$ cat config.mk
export PLATFORM = sky130hd
export DESIGN_NAME = celog_top
export DESIGN_NICKNAME = d
export VERILOG_FILES = /design/src/celog_pkg.sv /design/src/celog_top.sv
export VERILOG_INCLUDE_DIRS = /design/src
export SDC_FILE = /design/constraint.sdc
export NUM_CORES = 1
export LEC_CHECK = 0
export CAP_MARGIN = 40
export CORE_AREA = 2 2 104 106
export CTS_BUF_LIST = sky130_fd_sc_hd__clkbuf_4 sky130_fd_sc_hd__clkbuf_8
export DETAILED_ROUTE_END_ITERATION = 16
export DIE_AREA = 0 0 106 108
export DONT_BUFFER_PORTS = 1
export PLACE_DENSITY_LB_ADDON = 0.15
export SLEW_MARGIN = 40
export SYNTH_ARGS = -nofsm -noshare
export SYNTH_HDL_FRONTEND = slang
export SYNTH_SLANG_ARGS = --single-unit
$ cat constraint.sdc
create_clock -name clk_i -period 2.42 [get_ports clk_i]
set_input_delay 0.242 -clock clk_i [delete_from_list [all_inputs] [get_ports clk_i]]
set_output_delay 0.242 -clock clk_i [all_outputs]
set_load 0.005 [all_outputs]
$ cat src/celog_defines.svh
// Constants for the cache error logger
`ifndef CELOG_DEFINES_SVH
`define CELOG_DEFINES_SVH
`define CELOG_ADDR_MSB 42
`define CELOG_ADDR_LSB 6
`define CELOG_DC_ADDR_MSB 19
`define CELOG_SYN_W 8
`define CELOG_CSTAT_W 4
`define CELOG_CSTAT_NONE 4'h0
`define CELOG_CSTAT_DC_ERR 4'h1
`define CELOG_CSTAT_DUP_PERR 4'h2
`define CELOG_CSTAT_BOARD_TAG_PARITY_FLAG 4'h3
`define CELOG_CSTAT_IBC_ERR 4'h4
`define CELOG_CSTAT_DBC_ERR 4'h5
`define CELOG_CSTAT_IMEM_ERR 4'h6
`define CELOG_CSTAT_DMEM_ERR 4'h7
`define CELOG_SECOND_WIN 4
`endif

$ cat src/celog_pkg.sv
// Types for the cache error logger
package celog_pkg;
  typedef struct packed {
    logic [36:0] addr;
    logic [7:0] syn0;
    logic [7:0] syn1;
  } celog_err_info_t;
  typedef enum logic [2:0] {
    CELOG_IDLE = 3'b001,
    CELOG_SCRUB = 3'b010,
    CELOG_HOLD = 3'b100
  } celog_state_t;
endpackage

$ cat src/celog_top.sv
// Cache error detection, recovery control and logging
// Operation
// - Load ECC error on data cache records address bits 19:6, keeps 42:20.
// - Corrected load error sets load flag, retries load, rewrites register, posts irq.
// - Speculative load error sets load flag and posts irq; no retry, status zero, no address.
// - Small store ECC error scrubs quadword, replays write, sets store flag, irq.
// - Data cache victim errors corrected into victim buffer silently.
// - Second close store error: no correction, store and second flags, machine check.
// - Duplicate tag parity checked only during eight-location physical tag reads.
// - Duplicate tag parity error sets flag, logs address 42:6, machine check.
// - Board tag parity checked on every reference except invalid blocks in valid-only mode; flag, address, machine check.
// - Valid-only mode computes board parity for valid blocks; otherwise all blocks.
// - Instruction fill board error poisons octaword parity, flushes, sets flag.
// - Instruction fill board error logs address, syndromes, machine check and irq.
// - Unconsumed bad fill quadword written unchanged; status logged, irq posted.
// - Consumed bad fill: no raw write signalled, entry kept, replay stalled at map.
// - Error-read request scrubs block via victim buffer; logs flag, address, syndromes.
// - Board victim error sent uncorrected; irq posted, error register unchanged.
// - Victim error on combined miss: load flag set, status zero, irq posted.
// - Board victim during evict-block goes uncorrected, no logging, no exception.
// - Instruction fill memory error poisons parity, flushes, sets flag, logs all.
`timescale 1ns/100ps
`include "celog_defines.svh"
module celog_top
  import celog_pkg::*;
#(
  // Duplicate tag locations covered by one physical read
  parameter int unsigned DUP_LOCS = 8
)
(
  // Clock and reset
  input wire logic clk_i,
  input wire logic sys_rst_i,
  // Configuration
  input wire logic parity_valid_only_mode_i,
  input wire logic crd_enable_i,
  input wire logic machine_check_enable_i,
  input wire logic privileged_mode_i,
  input wire logic evict_block_instr_i,
  // Data cache load and store error events
  input wire logic ld_ecc_err_i,
  input wire logic ld_speculative_i,
  input wire logic [36:0] ld_addr_i,
  input wire logic st_ecc_err_i,
  input wire logic dc_victim_err_i,
  // Tag parity events
  input wire logic dup_tag_phys_read_i,
  input wire logic [DUP_LOCS-1:0] dup_tag_par_bad_i,
  input wire logic [36:0] dup_tag_addr_i,
  input wire logic board_tag_ref_i,
  input wire logic board_tag_valid_i,
  input wire logic board_tag_par_bad_i,
  input wire logic [36:0] board_tag_addr_i,
  // Fill and victim data errors
  input wire logic ifill_board_err_i,
  input wire logic ifill_mem_err_i,
  input wire logic dfill_board_err_i,
  input wire logic dfill_consumed_i,
  input wire logic read_err_req_i,
  input wire logic board_victim_err_i,
  input wire logic combined_miss_i,
  input wire celog_err_info_t fill_info_i,
  // Software clear
  input wire logic status_clear_i,
  // Recovery actions
  output logic ld_retry_o,
  output logic st_scrub_replay_o,
  output logic victim_correct_o,
  output logic fill_write_raw_o,
  output logic map_stall_o,
  output logic scrub_evict_o,
  output logic icache_flush_o,
  output logic ipar_poison_o,
  output logic victim_uncorrected_o,
  // Status
  output logic load_ecc_flag_o,
  output logic store_ecc_flag_o,
  output logic second_error_flag_o,
  output logic dup_tag_parity_flag_o,
  output logic board_tag_parity_flag_o,
  output logic ifetch_board_fill_flag_o,
  output logic ifetch_mem_fill_flag_o,
  output logic dfetch_board_fill_flag_o,
  output logic [3:0] cstat_o,
  output celog_err_info_t err_info_o,
  // Exceptions
  output logic corrected_read_data_irq_o,
  output logic machine_check_o
);

  // ---------------------------------------------------------------
  // Duplicate tag parity, one check per location read
  // ---------------------------------------------------------------
  logic [DUP_LOCS-1:0] dup_loc_err;

  for (genvar i = 0; i < DUP_LOCS; i++) begin : g_dup_loc
    assign dup_loc_err[i] = dup_tag_phys_read_i && dup_tag_par_bad_i[i];
  end

  // ---------------------------------------------------------------
  // Event qualification
  // ---------------------------------------------------------------
  logic dup_perr;
  logic board_perr;
  logic ld_real;
  logic st_first;
  logic st_second;
  logic dfill_quiet;
  logic dfill_load;
  logic victim_log_crd;
  logic log_evt;
  logic [2:0] st_win_q;
  celog_state_t state_q;

  assign dup_perr = |dup_loc_err;
  // Invalid blocks carry no parity in valid-only mode
  assign board_perr = board_tag_ref_i && board_tag_par_bad_i &&
                      (!parity_valid_only_mode_i || board_tag_valid_i);
  assign ld_real = ld_ecc_err_i && !ld_speculative_i;
  assign st_second = st_ecc_err_i && (st_win_q != 3'h0);
  assign st_first = st_ecc_err_i && !st_second;
  assign dfill_quiet = dfill_board_err_i && !dfill_consumed_i;
  assign dfill_load = dfill_board_err_i && dfill_consumed_i;
  assign victim_log_crd = board_victim_err_i && !evict_block_instr_i;
  // Anything that writes the cache controller error status
  assign log_evt = dup_perr || board_perr || ifill_board_err_i || ifill_mem_err_i ||
                   (state_q == CELOG_SCRUB) || dfill_quiet || ld_real;

  // ---------------------------------------------------------------
  // Store second-error window
  // ---------------------------------------------------------------
  // A first error opens the window; store errors inside it are second errors
  always_ff @(posedge clk_i) begin
    if (sys_rst_i) begin
      st_win_q <= 3'h0;
    end else if (st_first) begin
      st_win_q <= 3'(`CELOG_SECOND_WIN);
    end else if (st_win_q != 3'h0) begin
      st_win_q <= st_win_q - 3'h1;
    end
  end

  // ---------------------------------------------------------------
  // Recovery actions
  // ---------------------------------------------------------------
  always_ff @(posedge clk_i) begin
    if (sys_rst_i) begin
      ld_retry_o <= 1'b0;
      st_scrub_replay_o <= 1'b0;
      victim_correct_o <= 1'b0;
    end else begin
      ld_retry_o <= ld_real || (state_q == CELOG_SCRUB);
      st_scrub_replay_o <= st_first;
      victim_correct_o <= dc_victim_err_i;
    end
  end

  // ---------------------------------------------------------------
  // Fill and victim recovery actions
  // ---------------------------------------------------------------
  always_ff @(posedge clk_i) begin
    if (sys_rst_i) begin
      fill_write_raw_o <= 1'b0;
      icache_flush_o <= 1'b0;
      ipar_poison_o <= 1'b0;
      victim_uncorrected_o <= 1'b0;
    end else begin
      fill_write_raw_o <= dfill_quiet;
      icache_flush_o <= ifill_board_err_i || ifill_mem_err_i;
      ipar_poison_o <= ifill_board_err_i || ifill_mem_err_i;
      victim_uncorrected_o <= board_victim_err_i;
    end
  end

  // ---------------------------------------------------------------
  // Consumed fill error: stall, error-read scrub, retry
  // ---------------------------------------------------------------
  always_ff @(posedge clk_i) begin
    if (sys_rst_i) begin
      state_q <= CELOG_IDLE;
    end else begin
      case (state_q)
        CELOG_IDLE: begin
          if (dfill_load) begin
            state_q <= CELOG_HOLD;
          end
        end
        CELOG_HOLD: begin
          if (read_err_req_i) begin
            state_q <= CELOG_SCRUB;
          end
        end
        CELOG_SCRUB: begin
          state_q <= CELOG_IDLE;
        end
        default: begin
          state_q <= CELOG_IDLE;
        end
      endcase
    end
  end

  assign map_stall_o = (state_q != CELOG_IDLE);
  assign scrub_evict_o = (state_q == CELOG_SCRUB);

  // ---------------------------------------------------------------
  // Data cache status flags
  // ---------------------------------------------------------------
  always_ff @(posedge clk_i) begin
    if (sys_rst_i) begin
      load_ecc_flag_o <= 1'b0;
      store_ecc_flag_o <= 1'b0;
      second_error_flag_o <= 1'b0;
    end else begin
      // Set wins over a simultaneous clear
      if (ld_ecc_err_i || (state_q == CELOG_SCRUB) ||
          (board_victim_err_i && combined_miss_i && !evict_block_instr_i)) begin
        load_ecc_flag_o <= 1'b1;
      end else if (status_clear_i) begin
        load_ecc_flag_o <= 1'b0;
      end
      if (st_ecc_err_i) begin
        store_ecc_flag_o <= 1'b1;
      end else if (status_clear_i) begin
        store_ecc_flag_o <= 1'b0;
      end
      if (st_second) begin
        second_error_flag_o <= 1'b1;
      end else if (status_clear_i) begin
        second_error_flag_o <= 1'b0;
      end
    end
  end

  // ---------------------------------------------------------------
  // Cache controller status, address and syndromes
  // ---------------------------------------------------------------
  logic cstat_busy;
  assign cstat_busy = (cstat_o != `CELOG_CSTAT_NONE);

  always_ff @(posedge clk_i) begin
    if (sys_rst_i) begin
      dup_tag_parity_flag_o <= 1'b0;
      board_tag_parity_flag_o <= 1'b0;
      ifetch_board_fill_flag_o <= 1'b0;
      ifetch_mem_fill_flag_o <= 1'b0;
      dfetch_board_fill_flag_o <= 1'b0;
      cstat_o <= `CELOG_CSTAT_NONE;
      err_info_o <= '0;
    end else begin
      // A new error wins over a clear in the same cycle
      if (dup_perr) begin
        dup_tag_parity_flag_o <= 1'b1;
      end else if (status_clear_i) begin
        dup_tag_parity_flag_o <= 1'b0;
      end
      if (board_perr) begin
        board_tag_parity_flag_o <= 1'b1;
      end else if (status_clear_i) begin
        board_tag_parity_flag_o <= 1'b0;
      end
      if (ifill_board_err_i) begin
        ifetch_board_fill_flag_o <= 1'b1;
      end else if (status_clear_i) begin
        ifetch_board_fill_flag_o <= 1'b0;
      end
      if (ifill_mem_err_i) begin
        ifetch_mem_fill_flag_o <= 1'b1;
      end else if (status_clear_i) begin
        ifetch_mem_fill_flag_o <= 1'b0;
      end
      if ((state_q == CELOG_SCRUB) || dfill_quiet) begin
        dfetch_board_fill_flag_o <= 1'b1;
      end else if (status_clear_i) begin
        dfetch_board_fill_flag_o <= 1'b0;
      end
      // First captured error keeps the address until software clears
      if (log_evt && (!cstat_busy || status_clear_i)) begin
        if (dup_perr) begin
          cstat_o <= `CELOG_CSTAT_DUP_PERR;
          err_info_o.addr <= dup_tag_addr_i;
        end else if (board_perr) begin
          cstat_o <= `CELOG_CSTAT_BOARD_TAG_PARITY_FLAG;
          err_info_o.addr <= board_tag_addr_i;
        end else if (ifill_board_err_i || ifill_mem_err_i) begin
          cstat_o <= ifill_board_err_i ? `CELOG_CSTAT_IBC_ERR : `CELOG_CSTAT_IMEM_ERR;
          err_info_o <= fill_info_i;
        end else if ((state_q == CELOG_SCRUB) || dfill_quiet) begin
          cstat_o <= `CELOG_CSTAT_DBC_ERR;
          err_info_o <= fill_info_i;
        end else begin
          cstat_o <= `CELOG_CSTAT_DC_ERR;
          err_info_o.addr[13:0] <= ld_addr_i[13:0];
        end
      end else if (status_clear_i) begin
        cstat_o <= `CELOG_CSTAT_NONE;
      end
    end
  end

  // ---------------------------------------------------------------
  // Exceptions
  // ---------------------------------------------------------------
  logic crd_evt;
  logic machine_check_defer;
  logic machine_check_now;
  logic machine_check_pend_q;

  assign crd_evt = ld_ecc_err_i || st_first || ifill_board_err_i || ifill_mem_err_i ||
                   dfill_quiet || (state_q == CELOG_SCRUB) || victim_log_crd;
  assign machine_check_defer = st_second || dup_perr || board_perr;
  assign machine_check_now = ifill_board_err_i || ifill_mem_err_i;

  // Posted even where nothing is logged or corrected
  always_ff @(posedge clk_i) begin
    if (sys_rst_i) begin
      corrected_read_data_irq_o <= 1'b0;
    end else if (crd_evt && crd_enable_i) begin
      corrected_read_data_irq_o <= 1'b1;
    end else if (status_clear_i) begin
      corrected_read_data_irq_o <= 1'b0;
    end
  end

  always_ff @(posedge clk_i) begin
    if (sys_rst_i) begin
      machine_check_pend_q <= 1'b0;
    end else if (machine_check_defer && machine_check_enable_i) begin
      machine_check_pend_q <= 1'b1;
    end else if (status_clear_i || machine_check_o) begin
      machine_check_pend_q <= 1'b0;
    end
  end

  always_ff @(posedge clk_i) begin
    if (sys_rst_i) begin
      machine_check_o <= 1'b0;
    end else begin
      // Deferred checks wait for native mode; instruction fill errors are immediate
      machine_check_o <= machine_check_now ||
                         (machine_check_pend_q && !privileged_mode_i && !machine_check_o);
    end
  end

endmodule // celog_top

Word-level counts from Yosys, hierarchy flattened. Index checks and enable logic that the tools add are counted.

Memories kept: 0. Bits in latches: 0. Bits in read-only memories: 0. Logic and storage cells: 139. Register bits after elaboration: 80. Bits in writable memories: 0. Output and inout bits: 76. Bits of input ports: 195.

Magnitude comparators: 0. Mux-type cells: 30. Div/mod/pow operators: 0. $mul: 0. Eq/ne operators: 6. Shift-type cells: 0. $add $sub $neg: 1. Reductions and logical operators: 75. Bitwise logic cells: 2.

Operator list (count): 37-bit two-way mux (2); 53-bit two-way mux (1); 2-bit nonzero test (13); 3-bit two-way mux (8); 1-bit logical AND (23); 1-bit logical OR (23); 23-bit two-way mux (1); 16-bit two-way mux (1); 14-bit two-way mux (1); 1-bit two-way mux (12); 1-bit logical NOT (8); 4-bit two-way mux (2); 4-bit nonzero test (2); 8-bit OR reduction (1); 3-bit one-hot mux with 2 select lines (1); 2-bit != test (second input constant) (2); 2-bit AND reduction (2); 4-bit AND reduction (1); 3-bit by 1-bit == test with 1-bit output (second input constant) (1); 3-bit by 2-bit == test with 1-bit output (second input constant) (1); 3-bit == test (second input constant) (1); 3-bit by 1-bit != test with 1-bit output (second input constant) (1); 3-bit nonzero test (1); 3-bit by 1-bit subtractor with 3-bit output (second input constant) (1); 3 further kinds (4).

Longest topological paths before layout. Gate-level depths: netlist of run 1.

Depth after elaboration: 12. Depth in mapped cells: 9. Gate-level depth less buffers: 7.

Worst setup path after synthesis of run 1. OpenSTA, ideal clock, no wires.

Kind: register -> register. Start point: register state_q[0]. End point: register err_info_o[13] (netlist name). Data required time: 2.288 ns. Slack: 0.381 ns. Clock period less this slack: 2.039 ns. Arrival: 1.907 ns. Library setup time: 0.132 ns. Cell stages (with the launch flop): 10. Path buffers: 4. Cells stage by stage: dfxtp_1 > or3b_1 > clkbuf_1 > and3_1 > buf_2 > or4_1 > buf_2 > buf_2 > nand2_1 > a21oi_1.

Cells in the longest elaborated chain, start to end: 6. Elaborated cells on any way between the ends: 8. Those cells by class: eq/ne: 1; reduce/logical: 7.

RTL lines: start: declaration (line celog_top.sv:113) `celog_state_t state_q;`; start signal: assignment (line celog_top.sv:180) `state_q <= CELOG_IDLE;`; start signal: assignment (line celog_top.sv:185) `state_q <= CELOG_HOLD;`; start signal: assignment (line celog_top.sv:190) `state_q <= CELOG_SCRUB;`; 3-bit by 2-bit == test with 1-bit output (*) (line celog_top.sv:127, celog_top.sv:288); 1-bit logical OR (line celog_top.sv:126) `assign log_evt = dup_perr || board_perr || ifill_board_err_i || ifill_mem_err_i ||`; 1-bit logical OR (2 in series) (line celog_top.sv:127) `(state_q == CELOG_SCRUB) || dfill_quiet || ld_real;`; 1-bit logical AND (line celog_top.sv:278) `if (log_evt && (!cstat_busy || status_clear_i)) begin`; 4-bit AND reduction (no source line) (*); end signal: assignment (line celog_top.sv:287) `err_info_o <= fill_info_i;`; end signal: assignment (line celog_top.sv:290) `err_info_o <= fill_info_i;`; end: declaration (line celog_top.sv:85) `output celog_err_info_t err_info_o,`.

Mark *: on every way between the ends. The rest lies on a longest branch, timed or not. A chain may end at the register's enable or synchronous reset.

Final worst setup path of run 1.
Start point: register state_q[1]. End point: register err_info_o[6] (netlist name).

The elaborated chain is that of the path after synthesis.

==> metrics.md, run 1 <==
| Metric | Value |
|---|---|
| Nets@finish | 646 |
| Fraction of the cycle the final worst path needs | 84.3% |
| Cell Area, Synth | 0.00381 mm2 |
| Top area cells in the synthesized netlist | sky130_fd_sc_hd__dfxtp_1 41%, sky130_fd_sc_hd__a21oi_1 7.1%, sky130_fd_sc_hd__nand2_1 6.5% |
| Routability cong. | 0.810 |
| Setup slack, reg-to-reg | 0.38 ns |
| Final sum of negative setup slack | 0 ns |
| Post-CTS Repair Setup Buffers | 0 |
| Crit-path cells | or3b_1 > and3_2 > or4_1 > buf_4 > nand2_1 > a21oi_1 |
| GR Overflow Total | 0 |
| Post-CTS Resized | 0 |
| RSZ-0062 raised after global routing | false |
| Detail-routed net length per standard cell | 18.9 um |
| Later-pin clock latency in the skew report | 0.36 ns |
| Critical register-to-register path endpoint | err_info_o[6]$_SDFFE_PP0P_ |
| Final count of negative-setup-slack endpoints | 0 |
| Number of hold-repair buffers added at the cts stage | 17 |
| Die Y-Extent | 108 um |
| CTS Sinks | 79 |
| Clock transition at the registers of the reported paths | 0.09 ns |
| Count of flip-flops with a built-in enable after synthesis | 0 |
| Top delay family on crit path | simple AND/OR/NAND/NOR gates |
| Final number of max-transition violations | 0 |
| Main synth FF type | sky130_fd_sc_hd__dfxtp_1 |
| Cell area after placement | 0.00392 mm2 |
| 1st-iter DRT viols | 174 |
| Number of placement rows | 37 |
| Worst hold path endpoint | state_q[0]$_SDFFE_PP1P_ |
| Post-layout instance count excluding filler cells | 590 |
| TritonCTS clock tree | yes |
| Cells after synthesis | 446 |
| Pre-antenna DRT Iters | 4 |
| Number of instances in the placed design | 557 |
| Sequential element share of the synthesized area | 41.5% |
| Number of clock buffers inserted by TritonCTS | 9 |
| Count of final hold-check violations | 0 |
| Initial antenna violation count | 0 |
| Power per standard cell area | 735 mW/mm2 |
| Worst Setup Path Type | register to register |
| Most frequently used cell type in the post-synthesis netlist | sky130_fd_sc_hd__dfxtp_1 |
| Synthesized area divided by synthesized cell count | 8.55 um2 |
| Share of Yosys cell area claimed by the top area cell type | 41.5% |
| HPWL after DPL | 7850 um |
| Time the final worst path needs with I/O delays and setup | 2.04 ns |
| Share of final-layout standard cells stronger than drive strength 1 | 11.9% |
| Sw power | 0.000968 W |
| Pin count of the biggest net entering global routing | 76 |
| Area of all placed cells without fillers | 0.00431 mm2 |
| Cell Int Power | 0.00220 W |
| Clock root cell | sky130_fd_sc_hd__clkbuf_8 |
| Min Hold Slack | 0.0152 ns |
| Crit-path slowest cell | sky130_fd_sc_hd__or4_1 |
| Port bufs | 0 |
| Core box area | 0.0102 mm2 |
| Synth Register Bits | 79 |
| Die extent in x | 106 um |
| Net count after synthesis | 643 |
| Vias in the first global route | 3,286 |
| Wire length of the first global-routing pass | 17,000 um |
| Boundary Pins | 271 |
| Post-route DRC | 0 |
| Number of vias per cell after detailed routing | 5.54 |
| Count of warnings emitted by yosys | 0 |
| Total routed wirelength | 11,100 um |
| DR vias | 3,269 |
| Top achievable clock speed | 490 MHz |
| Initial cell density of the core | 37.3% |
| P&R area growth vs syn | 13.0% |
| Arrival time worst endpoint | 2.27 ns |
| Relative contribution of sequential cells to total power | 48.6% |
| Worst hold start | sys_rst_i |
| Largest stage delay, worst path | 0.45 ns |
| Sw frac | 30.6% |
| Most numerous cell types in the synthesized netlist | 79 x sky130_fd_sc_hd__dfxtp_1, 66 x sky130_fd_sc_hd__nand2_1, 54 x sky130_fd_sc_hd__a21oi_1, 54 x sky130_fd_sc_hd__nor2_1 |
| Category of the worst setup path capture point | register |
| Path category of the worst min-delay check | primary input to register |
| Buffer depth of the longest clock path | 2 |
| Final setup skew | 0.0119 ns |
| Combinational share of power | 18.7% |
| Number of levels the H-tree was split into | 3 |
| Beginning of the worst register-to-register path | state_q[1]$_SDFFE_PP0P_ |
| Number of cell instances on the worst register-to-register path | 6 |
| Worst Setup Start Kind | register |
| Run status | completed |
| Antenna cell count | 0 |
| CP Max Fanout | 17 |
| Minimum setup slack in the final design | 0.381 ns |
| Placement Setup Slack | 0.128 ns |
| Leakage | 1.69 nW |
| Count of nets left with antenna violations after detail routing | 0 |
| Worst EP required | 2.65 ns |
| Number of library cell types mapped by synthesis | 42 |
| Total Die Area | 0.0114 mm2 |
| Clock share of power | 32.7% |
| Largest area contributor in the netlist | sky130_fd_sc_hd__dfxtp_1 |
| Count of buffer and inverter cells on the critical path | 1 |
| IR drop worst, VDD | 319 uV |
| Fraction of synthesis flops using an asynchronous set or reset pin | 0% |
| Number of instances on the worst hold path | 2 |
| Max-cap check violation count | 0 |
| GR Util All Layers | 19.1% |
## kinds of logic after synthesis
group / share of synthesized area, %
other: 0.0984
adder cells (fa/ha/maj): 0.656
AO/OA/AOI/OAI: 22.2
flip-flops: 41.5
buffers and inverters: 6.27
AND/OR/NAND/NOR: 19.4
multiplexers: 9.88
## power groups by stage
stage / Clock (W) / Combinational (W) / Sequential (W)
4_1_cts: 0.00108 / 0.000598 / 0.00154
2_1_floorplan: 0 / 0.000478 / 0.00154
6_report: 0.00103 / 0.000592 / 0.00154
5_1_grt: 0.00113 / 0.000675 / 0.00156
3_3_place_gp: 0 / 0.000533 / 0.00157
3_5_place_dp: 0 / 0.000547 / 0.00157
## registers in the layout, summed over array words and instances, names as in the netlist, 3 cells and up
name        cells
err_info_o     53
cstat_o         3
st_win_q        3
state_q         3
## through the flow
step                utilization [%]  total power (W)
floorplan                         -          0.00201
global placement               38.3          0.00210
detailed placement             38.3          0.00212
CTS                            42.1          0.00322
global route                   42.1          0.00336
finish                         42.1          0.00317
## worst max-delay path by stage
stage	startpoint	end	slack, ns	cells past startpoint
CTS	state_q[1]$_SDFFE_PP0P_	err_info_o[23]$_SDFFE_PP0P_	0.20	5
global placement	dup_tag_par_bad_i[0]	err_info_o[29]$_SDFFE_PP0P_	0.16	7
global route	state_q[0]$_SDFFE_PP1P_	err_info_o[20]$_SDFFE_PP0P_	0.28	7
floorplan	state_q[0]$_SDFFE_PP1P_	err_info_o[13]$_SDFFE_PP0P_	0.38	9
detailed placement	dup_tag_par_bad_i[0]	err_info_o[29]$_SDFFE_PP0P_	0.13	7
finish	state_q[1]$_SDFFE_PP0P_	err_info_o[6]$_SDFFE_PP0P_	0.38	6
## routing by layer
metal | vias to the layer above | GRT usage, % | part of all wire [%]
met5 | - | 0 | 0
met1 | 1502 | 21.0 | 40
met2 | 174 | 35.4 | 51
met4 | 0 | 4.23 | 0.77
met3 | 7 | 6.81 | 8.6
li1 | 1586 | - | -
## placed cells by master, fill, tap and decap left out, drive strengths merged, types with 2 or more instances in the layout
cell type / netlist / routed
ha: 2 / 2
clkinv: 0 / 2
nand2b: 4 / 4
mux2: 13 / 13
buf: 25 / 14
dlygate4sd3: 0 / 16
o21ai: 4 / 4
or4: 3 / 3
dfxtp: 79 / 79
inv: 5 / 8
nor2b: 10 / 10
o21a: 2 / 2
nand2: 66 / 66
a211o: 23 / 23
nor2: 55 / 55
mux2i: 23 / 23
or3b: 2 / 2
clkbuf: 13 / 9
and3: 16 / 16
o211ai: 2 / 2
a221oi: 14 / 14
a21oi: 54 / 54
nand3: 2 / 2
a31oi: 2 / 2
o31a: 2 / 2
a211oi: 15 / 15
## final cells by class
| class | count | area [um2] |
|---|---|---|
| clock buffer | 9 | 124 |
| clock inverter | 7 | 80.1 |
| fill | 1026 | 5920 |
| inverter | 5 | 18.8 |
| multi-input combinational | 324 | 2010 |
| sequential | 79 | 1580 |
| tap | 136 | 170 |
| timing repair buffer | 30 | 323 |
## worst reg2reg max path: cells and delay by family, from the launching register on
| family | cells | cell delay, ns |
|---|---|---|
| compound gates | 1 | 0.07 |
| flops | 1 | 0.35 |
| buf+inv | 1 | 0.22 |
| simple gates | 4 | 1.28 |
(Power assumes the default switching activity.)
==> run 2: changes to the inputs <==
--- a/config.mk
+++ b/config.mk
@@ -6,11 +6,12 @@
 export SDC_FILE = /design/constraint.sdc
 export NUM_CORES = 1
 export LEC_CHECK = 0
+export ABC_AREA = 1
 export CAP_MARGIN = 40
-export CORE_AREA = 2 2 104 106
+export CORE_AREA = 2 2 105 107
 export CTS_BUF_LIST = sky130_fd_sc_hd__clkbuf_4 sky130_fd_sc_hd__clkbuf_8
 export DETAILED_ROUTE_END_ITERATION = 16
-export DIE_AREA = 0 0 106 108
+export DIE_AREA = 0 0 107 109
 export DONT_BUFFER_PORTS = 1
 export PLACE_DENSITY_LB_ADDON = 0.15
 export SLEW_MARGIN = 40
==> constraint.sdc (replaced) <==
create_clock -name clk_i -period 2.1 [get_ports clk_i]
set_input_delay 0.21 -clock clk_i [delete_from_list [all_inputs] [get_ports clk_i]]
set_output_delay 0.21 -clock clk_i [all_outputs]
set_load 0.005 [all_outputs]
==> metrics.md, run 2 <==
| Metric | Value |
|---|---|
| Final sum of negative setup slack | 0 ns (unchanged) |
| Detail-routed net length per standard cell | 15.0 um (was 18.9 um) |
| GR Overflow Total | 0 (unchanged) |
| Cell Area, Synth | 0.00409 mm2 (was 0.00381 mm2) |
| Xor/xnor share of the synthesized area | 0.214% (was 0%) |
| Leakage | 2.03 nW (was 1.69 nW) |
| Path category of the worst min-delay check | primary input to register (unchanged) |
| Slew at the pin closest to its max-slew limit | 0.761 ns |
| Count of warnings emitted by yosys | 0 (unchanged) |
| Die Y-Extent | 109 um (was 108 um) |
| Clock transition at the registers of the reported paths | 0.09 ns (about the same) |
| Top library cells by usage in the layout, fill and taps aside | 150 x sky130_fd_sc_hd__nand2_1, 111 x sky130_fd_sc_hd__nor2_1, 79 x sky130_fd_sc_hd__dfxtp_1 (was 79 x sky130_fd_sc_hd__dfxtp_1, 66 x sky130_fd_sc_hd__nand2_1, 54 x sky130_fd_sc_hd__a21oi_1) |
| CP Max Fanout | 17 (unchanged) |
| Arrival time worst endpoint | 2.07 ns (was 2.27 ns) |
| Share of final-layout standard cells stronger than drive strength 1 | 7.02% (was 11.9%) |
| Final number of max-transition violations | 0 (unchanged) |
| Combinational family with the most area after synthesis | simple AND/OR/NAND/NOR gates (was compound AO/OA/AOI/OAI gates) |
| Wire length of the first global-routing pass | 17,700 um (was 17,000 um) |
| Main synth FF type | sky130_fd_sc_hd__dfxtp_1 (unchanged) |
| Core box area | 0.0106 mm2 (was 0.0102 mm2) |
| Buffer depth of the longest clock path | 2 (unchanged) |
| Post-CTS Repair Setup Buffers | 0 (unchanged) |
| Antenna cell count | 0 (unchanged) |
| RSZ-0062 raised after global routing | false (unchanged) |
| Count of final hold-check violations | 0 (unchanged) |
| P&R area growth vs syn | 12.2% (was 13.0%) |
| Number of library cell types mapped by synthesis | 35 (was 42) |
| Count of nets left with antenna violations after detail routing | 0 (unchanged) |
| Largest reg by FF count | err_info_o (unchanged) |
| Net count after synthesis | 813 (was 643) |
| Min Hold Slack | 0.0288 ns (was 0.0152 ns) |
| Initial cell density of the core | 38.6% (was 37.3%) |
| Sequential element share of the synthesized area | 38.7% (was 41.5%) |
| Boundary Pins | 271 (unchanged) |
| Post-route DRC | 0 (unchanged) |
| Relative slew slack | 49.2% |
| Number of vias per cell after detailed routing | 5.09 (was 5.54) |
| Port bufs | 0 (unchanged) |
| Largest area contributor in the netlist | sky130_fd_sc_hd__dfxtp_1 (unchanged) |
| Fraction of synthesis flops using an asynchronous set or reset pin | 0% (unchanged) |
| Vias in the first global route | 3,673 (was 3,286) |
| Final setup skew | 0.0126 ns (was 0.0119 ns) |
| Top area cells in the synthesized netlist | sky130_fd_sc_hd__dfxtp_1 39%, sky130_fd_sc_hd__nand2_1 14%, sky130_fd_sc_hd__nor2_1 10% (was sky130_fd_sc_hd__dfxtp_1 41%, sky130_fd_sc_hd__a21oi_1 7.1%, sky130_fd_sc_hd__nand2_1 6.5%) |
| Multiplexer fraction of the synthesized cell area | 0% (was 9.88%) |
| Number of levels the H-tree was split into | 3 (unchanged) |
| Worst EP required | 2.36 ns (was 2.65 ns) |
| Adder and majority cell fraction of the synthesized area | 0.612% (was 0.656%) |
| Category of the worst setup path capture point | register (unchanged) |
| Worst Setup Path Type | register to register (unchanged) |
| Time the final worst path needs with I/O delays and setup | 1.82 ns (was 2.04 ns) |
| Routability cong. | 0.872 (was 0.810) |
| Total Die Area | 0.0117 mm2 (was 0.0114 mm2) |
| 1st-iter DRT viols | 222 (was 174) |
| Most numerous cell types in the synthesized netlist | 150 x sky130_fd_sc_hd__nand2_1, 111 x sky130_fd_sc_hd__nor2_1, 79 x sky130_fd_sc_hd__dfxtp_1 (was 79 x sky130_fd_sc_hd__dfxtp_1, 66 x sky130_fd_sc_hd__nand2_1, 54 x sky130_fd_sc_hd__a21oi_1, 54 x sky130_fd_sc_hd__nor2_1) |
| Total routed wirelength | 11,500 um (was 11,100 um) |
| GR peak layer | met2 (unchanged) |
| Synth Area in Compound Gates | 18.9% (was 22.2%) |
| Pin count of the biggest net entering global routing | 56 (was 76) |
| Worst Setup Start Kind | register (unchanged) |
| GR Util met2 | 35.1% (was 35.4%) |
| Post-CTS Resized | 0 (unchanged) |
| Simple-gate portion of the synthesized area | 32.0% (was 19.4%) |
| Fraction of the cycle the final worst path needs | 86.5% (was 84.3%) |
| IR drop worst, VDD | 396 uV (was 319 uV) |
| Most frequently used cell type in the post-synthesis netlist | sky130_fd_sc_hd__nand2_1 (was sky130_fd_sc_hd__dfxtp_1) |
| Global-route met1 utilization | 20.6% (was 21.0%) |
| Pre-antenna DRT Iters | 4 (unchanged) |
| Synthesized area divided by synthesized cell count | 6.64 um2 (was 8.55 um2) |
| Largest register FFs | 53 (unchanged) |
| Number of placement rows | 38 (was 37) |
| Leading cell type in the layout, fill and taps excluded | sky130_fd_sc_hd__nand2_1 (was sky130_fd_sc_hd__dfxtp_1) |
| Number of clock buffers inserted by TritonCTS | 9 (unchanged) |
| Minimum setup slack in the final design | 0.284 ns (was 0.381 ns) |
| Placement Setup Slack | 0.273 ns (was 0.128 ns) |
| Count of flip-flops with a built-in enable after synthesis | 0 (unchanged) |
| Power per standard cell area | 809 mW/mm2 (was 735 mW/mm2) |
| Synth Register Bits | 79 (unchanged) |
| Die extent in x | 107 um (was 106 um) |
| Later-pin clock latency in the skew report | 0.35 ns (was 0.36 ns) |
| GR Util All Layers | 19.5% (was 19.1%) |
| Fraction of met3 tracks used by global routing | 7.59% (was 6.81%) |
| Share of Yosys cell area claimed by the top area cell type | 38.7% (was 41.5%) |
| Cells after synthesis | 616 (was 446) |
| DR vias | 3,904 (was 3,269) |
| Filler cell count | 1,116 (was 1,026) |
| Final count of negative-setup-slack endpoints | 0 (unchanged) |
| Clock root cell | sky130_fd_sc_hd__clkbuf_8 (unchanged) |
| Run status | completed (unchanged) |
| Post-layout instance count excluding filler cells | 767 (was 590) |
| Nets@finish | 819 (was 646) |
| HPWL after DPL | 8150 um (was 7850 um) |
| Initial antenna violation count | 0 (unchanged) |
| Number of instances in the placed design | 724 (was 557) |
| CTS Sinks | 79 (unchanged) |
| Core occupancy in the finished layout | 43.3% (was 42.1%) |
| Max-cap check violation count | 0 (unchanged) |
| TritonCTS clock tree | yes (unchanged) |
| Top achievable clock speed | 551 MHz (was 490 MHz) |
==> run 2: changes by cell type in the layout (fill, tap and decap cells not counted), moves of 23 or more <==
cell / before / now
sky130_fd_sc_hd__inv_1: 5 / 37
sky130_fd_sc_hd__o21ai_0: 3 / 61
sky130_fd_sc_hd__nor2_1: 53 / 111
sky130_fd_sc_hd__nand2_1: 66 / 150
sky130_fd_sc_hd__mux2i_1: 23 / 0
sky130_fd_sc_hd__a211o_1: 23 / 0
==> run 2: worst max-delay path, stage by stage (launching register included) <==
cell and delay, ns:
sky130_fd_sc_hd__dfxtp_1 0.32, sky130_fd_sc_hd__inv_1 0.08, sky130_fd_sc_hd__nand3_2 0.11, sky130_fd_sc_hd__nand2_1 0.14, sky130_fd_sc_hd__nor2_4 0.06, sky130_fd_sc_hd__inv_2 0.25
sky130_fd_sc_hd__nand2_4 0.13, sky130_fd_sc_hd__nor2_8 0.25, sky130_fd_sc_hd__inv_2 0.18, sky130_fd_sc_hd__nor2_1 0.14, sky130_fd_sc_hd__nor2_1 0.06
==> run 2: kinds of logic after synthesis <==
logic type,after synthesis
adders and majority gates,2
AOI/OAI and AO/OA,146
DFF,79
and+or+nand+nor,306
other,1
buffers and inverters,81
xor gates and xnor gates,1
==> run 2: per-layer routing <==
metal,routed length (um),share of wire [%]
met3,1080,9.3
met2,5700,50
met1,4520,39
met5,0,0
met4,218,1.9
==> run 2: through the flow <==
step                      total power, W  instance area [um2]
after floorplan                  0.00230                 4090
after CTS                        0.00375                 4570
final                            0.00371                 4590
after global routing             0.00396                 4590
after global placement           0.00240                 4100
after detailed placement         0.00242                 4100
==> run 2: final timing paths <==
check,from,endpoint,cells past startpoint,slack (ns)
min,dfill_board_err_i,state_q[2]$_SDFFE_PP0P_,2,0.03
max reg2reg,state_q[0]$_SDFFE_PP1P_,err_info_o[7]$_SDFFE_PP0P_,10,0.28
min reg2reg,ifetch_mem_fill_flag_o$_SDFFE_PP0P_,ifetch_mem_fill_flag_o$_SDFFE_PP0P_,2,0.49
max,state_q[0]$_SDFFE_PP1P_,err_info_o[7]$_SDFFE_PP0P_,10,0.28
==> run 2: layout make-up <==
cell class | count | area [um2] | area share, %
Inverter | 43 | 164 | 3.57
Clock buffer | 10 | 131 | 2.86
Timing Repair Buffer | 33 | 329 | 7.17
Multi-Input combinational cell | 456 | 2120 | 46.1
Clock inverter | 6 | 93.8 | 2.04
Sequential cell | 79 | 1580 | 34.4
Tap cell | 140 | 175 | 3.81
==> run 2: repair_timing <==
item / in CTS / in global routing
setup endpoints to repair: 0 / 0
endpoints found under the hold margin: 38 / 1
hold buffers: 25 / 1
==> run 2: power breakdown <==
group	switching, W	internal, W	leakage [nW]
Sequential	0.000116	0.00165	0.654
Combinational	0.000409	0.000258	1.26
Clock	0.000593	0.000691	0.110
==> run 3: changes to the inputs <==
--- a/config.mk
+++ b/config.mk
@@ -7,12 +7,14 @@
 export NUM_CORES = 1
 export LEC_CHECK = 0
 export ABC_AREA = 1
+export BUFFER_PORTS_ARGS = -buffer_cell sky130_fd_sc_hd__buf_2
 export CAP_MARGIN = 40
-export CORE_AREA = 2 2 105 107
+export CELL_PAD_IN_SITES_DETAIL_PLACEMENT = 1
+export CELL_PAD_IN_SITES_GLOBAL_PLACEMENT = 2
+export CORE_MARGIN = 1
+export CORE_UTILIZATION = 21
 export CTS_BUF_LIST = sky130_fd_sc_hd__clkbuf_4 sky130_fd_sc_hd__clkbuf_8
 export DETAILED_ROUTE_END_ITERATION = 16
-export DIE_AREA = 0 0 107 109
-export DONT_BUFFER_PORTS = 1
 export PLACE_DENSITY_LB_ADDON = 0.15
 export SLEW_MARGIN = 40
 export SYNTH_ARGS = -nofsm -noshare
==> metrics.md, run 3 (synthesis gave the netlist of run 2 again) <==
| Metric | Value |
|---|---|
| Power per standard cell area | 682 mW/mm2 (was 809 mW/mm2) |
| Vias in the first global route | 5,066 (was 3,673) |
| Boundary Pins | 271 (unchanged) |
| Count of nets left with antenna violations after detail routing | 0 (unchanged) |
| Leading cell type in the layout, fill and taps excluded | sky130_fd_sc_hd__buf_2 (was sky130_fd_sc_hd__nand2_1) |
| Category of the worst setup path capture point | register (unchanged) |
| Seq. cell area | 0.00158 mm2 (unchanged) |
| Worst hold start | dc_victim_err_i (was dfill_board_err_i) |
| TritonCTS clock tree | yes (unchanged) |
| Path category of the worst min-delay check | primary input to register (unchanged) |
| Run status | completed (unchanged) |
| Port bufs | 246 (was 0) |
| Number of placement rows | 50 (was 38) |
| Initial cell density of the core | 21.7% (was 38.6%) |
| Total routed wirelength | 16,300 um (was 11,500 um) |
| Crit-path slowest cell | sky130_fd_sc_hd__dfxtp_1 (unchanged) |
| Fraction of the cycle the final worst path needs | 90.6% (was 86.5%) |
| GR Util All Layers | 16.5% (was 19.5%) |
| Nets@finish | 1,045 (was 819) |
| Time the final worst path needs with I/O delays and setup | 1.90 ns (was 1.82 ns) |
| Post-route DRC | 0 (unchanged) |
| IR drop worst, VDD | 212 uV (was 396 uV) |
| Top achievable clock speed | 525 MHz (was 551 MHz) |
| Final setup skew | 0.0104 ns (was 0.0126 ns) |
| Crit-path cells | nand3_2 > nand2_1 > nor2_4 > inv_2 > nand2_4 > nor2_8 > inv_2 > nor2_1 > nor2_1 (was inv_1 > nand3_2 > nand2_1 > nor2_4 > inv_2 > nand2_4 > nor2_8 > inv_2 > nor2_1 > nor2_1) |
| Core box area | 0.0189 mm2 (was 0.0106 mm2) |
| Minimum setup slack in the final design | 0.197 ns (was 0.284 ns) |
| Final number of max-transition violations | 0 (unchanged) |
| Total Die Area | 0.0200 mm2 (was 0.0117 mm2) |
| Top delay family on crit path | simple AND/OR/NAND/NOR gates (unchanged) |
| Pre-antenna DRT Iters | 4 (unchanged) |
| Wire length of the first global-routing pass | 25,600 um (was 17,700 um) |
| Clock root cell | sky130_fd_sc_hd__clkbuf_8 (unchanged) |
| P&R area growth vs syn | 40.1% (was 12.2%) |
| Beginning of the worst register-to-register path | state_q[1]$_SDFFE_PP0P_ (was state_q[0]$_SDFFE_PP1P_) |
| Top library cells by usage in the layout, fill and taps aside | 246 x sky130_fd_sc_hd__buf_2, 150 x sky130_fd_sc_hd__nand2_1, 111 x sky130_fd_sc_hd__nor2_1 (was 150 x sky130_fd_sc_hd__nand2_1, 111 x sky130_fd_sc_hd__nor2_1, 79 x sky130_fd_sc_hd__dfxtp_1) |
| Worst Setup Start Kind | register (unchanged) |
| Leakage | 2.97 nW (was 2.03 nW) |
| Die Y-Extent | 142 um (was 109 um) |
| Share of final-layout standard cells stronger than drive strength 1 | 34.6% (was 7.02%) |
| Detail-routed net length per standard cell | 14.6 um (was 15.0 um) |
| Largest reg by FF count | err_info_o (unchanged) |
| Number of vias per cell after detailed routing | 4.27 (was 5.09) |
| Max-cap check violation count | 0 (unchanged) |
| Count of final hold-check violations | 0 (unchanged) |
| Largest stage delay, worst path | 0.38 ns (was 0.32 ns) |
| Routability cong. | 0.755 (was 0.872) |
| Number of levels the H-tree was split into | 3 (unchanged) |
| Filler cell count | 2,480 (was 1,116) |
| Initial antenna violation count | 4 (was 0) |
| Final count of negative-setup-slack endpoints | 0 (unchanged) |
| Number of clock buffers inserted by TritonCTS | 9 (unchanged) |
| Buffer depth of the longest clock path | 2 (unchanged) |
| Cell count along the critical path | 9 (was 10) |
| Count of buffer and inverter cells on the critical path | 2 (was 3) |
| DR vias | 4,774 (was 3,904) |
| RSZ-0062 raised after global routing | true (was false) |
| Min Hold Slack | 0.0513 ns (was 0.0288 ns) |
| Later-pin clock latency in the skew report | 0.38 ns (was 0.35 ns) |
| Crit path from | state_q[1]$_SDFFE_PP0P_ (was state_q[0]$_SDFFE_PP1P_) |
| Worst EP required | 2.38 ns (was 2.36 ns) |
| Post-CTS Resized | 0 (unchanged) |
| Clock transition at the registers of the reported paths | 0.10 ns (was 0.09 ns) |
| Arrival time worst endpoint | 2.18 ns (was 2.07 ns) |
| Post-CTS Repair Setup Buffers | 0 (unchanged) |
| Pin count of the biggest net entering global routing | 47 (was 56) |
| CTS Sinks | 79 (unchanged) |
| GR Overflow Total | 0 (unchanged) |
| Total design power | 0.00391 W (was 0.00371 W) |
| Number of instances on the worst hold path | 3 (was 2) |
| Die extent in x | 142 um (was 107 um) |
| Area used by multi-input combinational logic | 0.00212 mm2 (unchanged) |
| Placement Setup Slack | 0.161 ns (was 0.273 ns) |
| HPWL after DPL | 12,800 um (was 8150 um) |
| Largest register FFs | 53 (unchanged) |
| Number of cell instances on the worst register-to-register path | 9 (was 10) |
| Final sum of negative setup slack | 0 ns (unchanged) |
| 1st-iter DRT viols | 141 (was 222) |
| CP Max Fanout | 17 (unchanged) |
| Worst Setup Path Type | register to register (unchanged) |
==> run 3: changes by cell type in the layout (fill, tap and decap cells not counted) <==
cell	before	now
sky130_fd_sc_hd__bufinv_16	2	1
sky130_fd_sc_hd__buf_4	5	12
sky130_fd_sc_hd__buf_12	1	0
sky130_fd_sc_hd__buf_2	0	246
sky130_fd_sc_hd__inv_8	0	1
sky130_fd_sc_hd__diode_2	0	4
sky130_fd_sc_hd__buf_6	1	0
sky130_fd_sc_hd__clkbuf_4	1	0
sky130_fd_sc_hd__dlygate4sd3_1	26	1
sky130_fd_sc_hd__clkinv_2	0	1
==> run 3: worst min-delay path: stages <==
cell and delay, ns:
sky130_fd_sc_hd__buf_2 0.10, sky130_fd_sc_hd__inv_1 0.04, sky130_fd_sc_hd__nor2_1 0.03
==> run 3: path summary, 6_finish.rpt <==
kind | to | slack, ns
worst min-delay path | victim_correct_o$_SDFF_PP0_ | 0.05
worst max register to register | err_info_o[9]$_SDFFE_PP0P_ | 0.20
worst min register to register | board_tag_parity_flag_o$_SDFFE_PP0P_ | 0.46
worst max-delay path | err_info_o[9]$_SDFFE_PP0P_ | 0.20
==> run 3: layout make-up <==
class,instances,share of cell area (%)
antenna,4,0.175
clock buffer,9,2.16
clock inverter,7,1.40
inverter,43,2.86
multi-input combinational,456,36.9
sequential,79,27.6
tap,260,5.67
timing repair buffer,259,23.2
==> run 3: through the flow <==
step,util (%),area (um2),cells
final,30.3,5730,1117
after global routing,30.3,5730,1115
after CTS,30.3,5720,1113
after detailed placement,29.2,5510,1096
after global placement,29.2,5510,1096
after floorplan,-,4090,616
==> run 3: metal layers <==
layer / wire (um) / part of all wire (%) / global-route usage, %
met1: 6560 / 40 / 17.5
met2: 8570 / 53 / 31.4
met3: 932 / 5.7 / 3.98
met4: 213 / 1.3 / 6.28
met5: 13 / 0.080 / 0
==> run 3: power by group <==
group / internal (W) / switching (W) / leakage, nW / total (W)
logic: 0.000417 / 0.000555 / 2.22 / 0.000973
registers: 0.00165 / 0.0000710 / 0.654 / 0.00172
clock network: 0.000564 / 0.000657 / 0.102 / 0.00122
==> run 3: timing repair <==
action	4_1_cts	5_1_grt
hold endpoints to repair	1	0
hold buffers	1	0
endpoints found under the setup margin	0	2
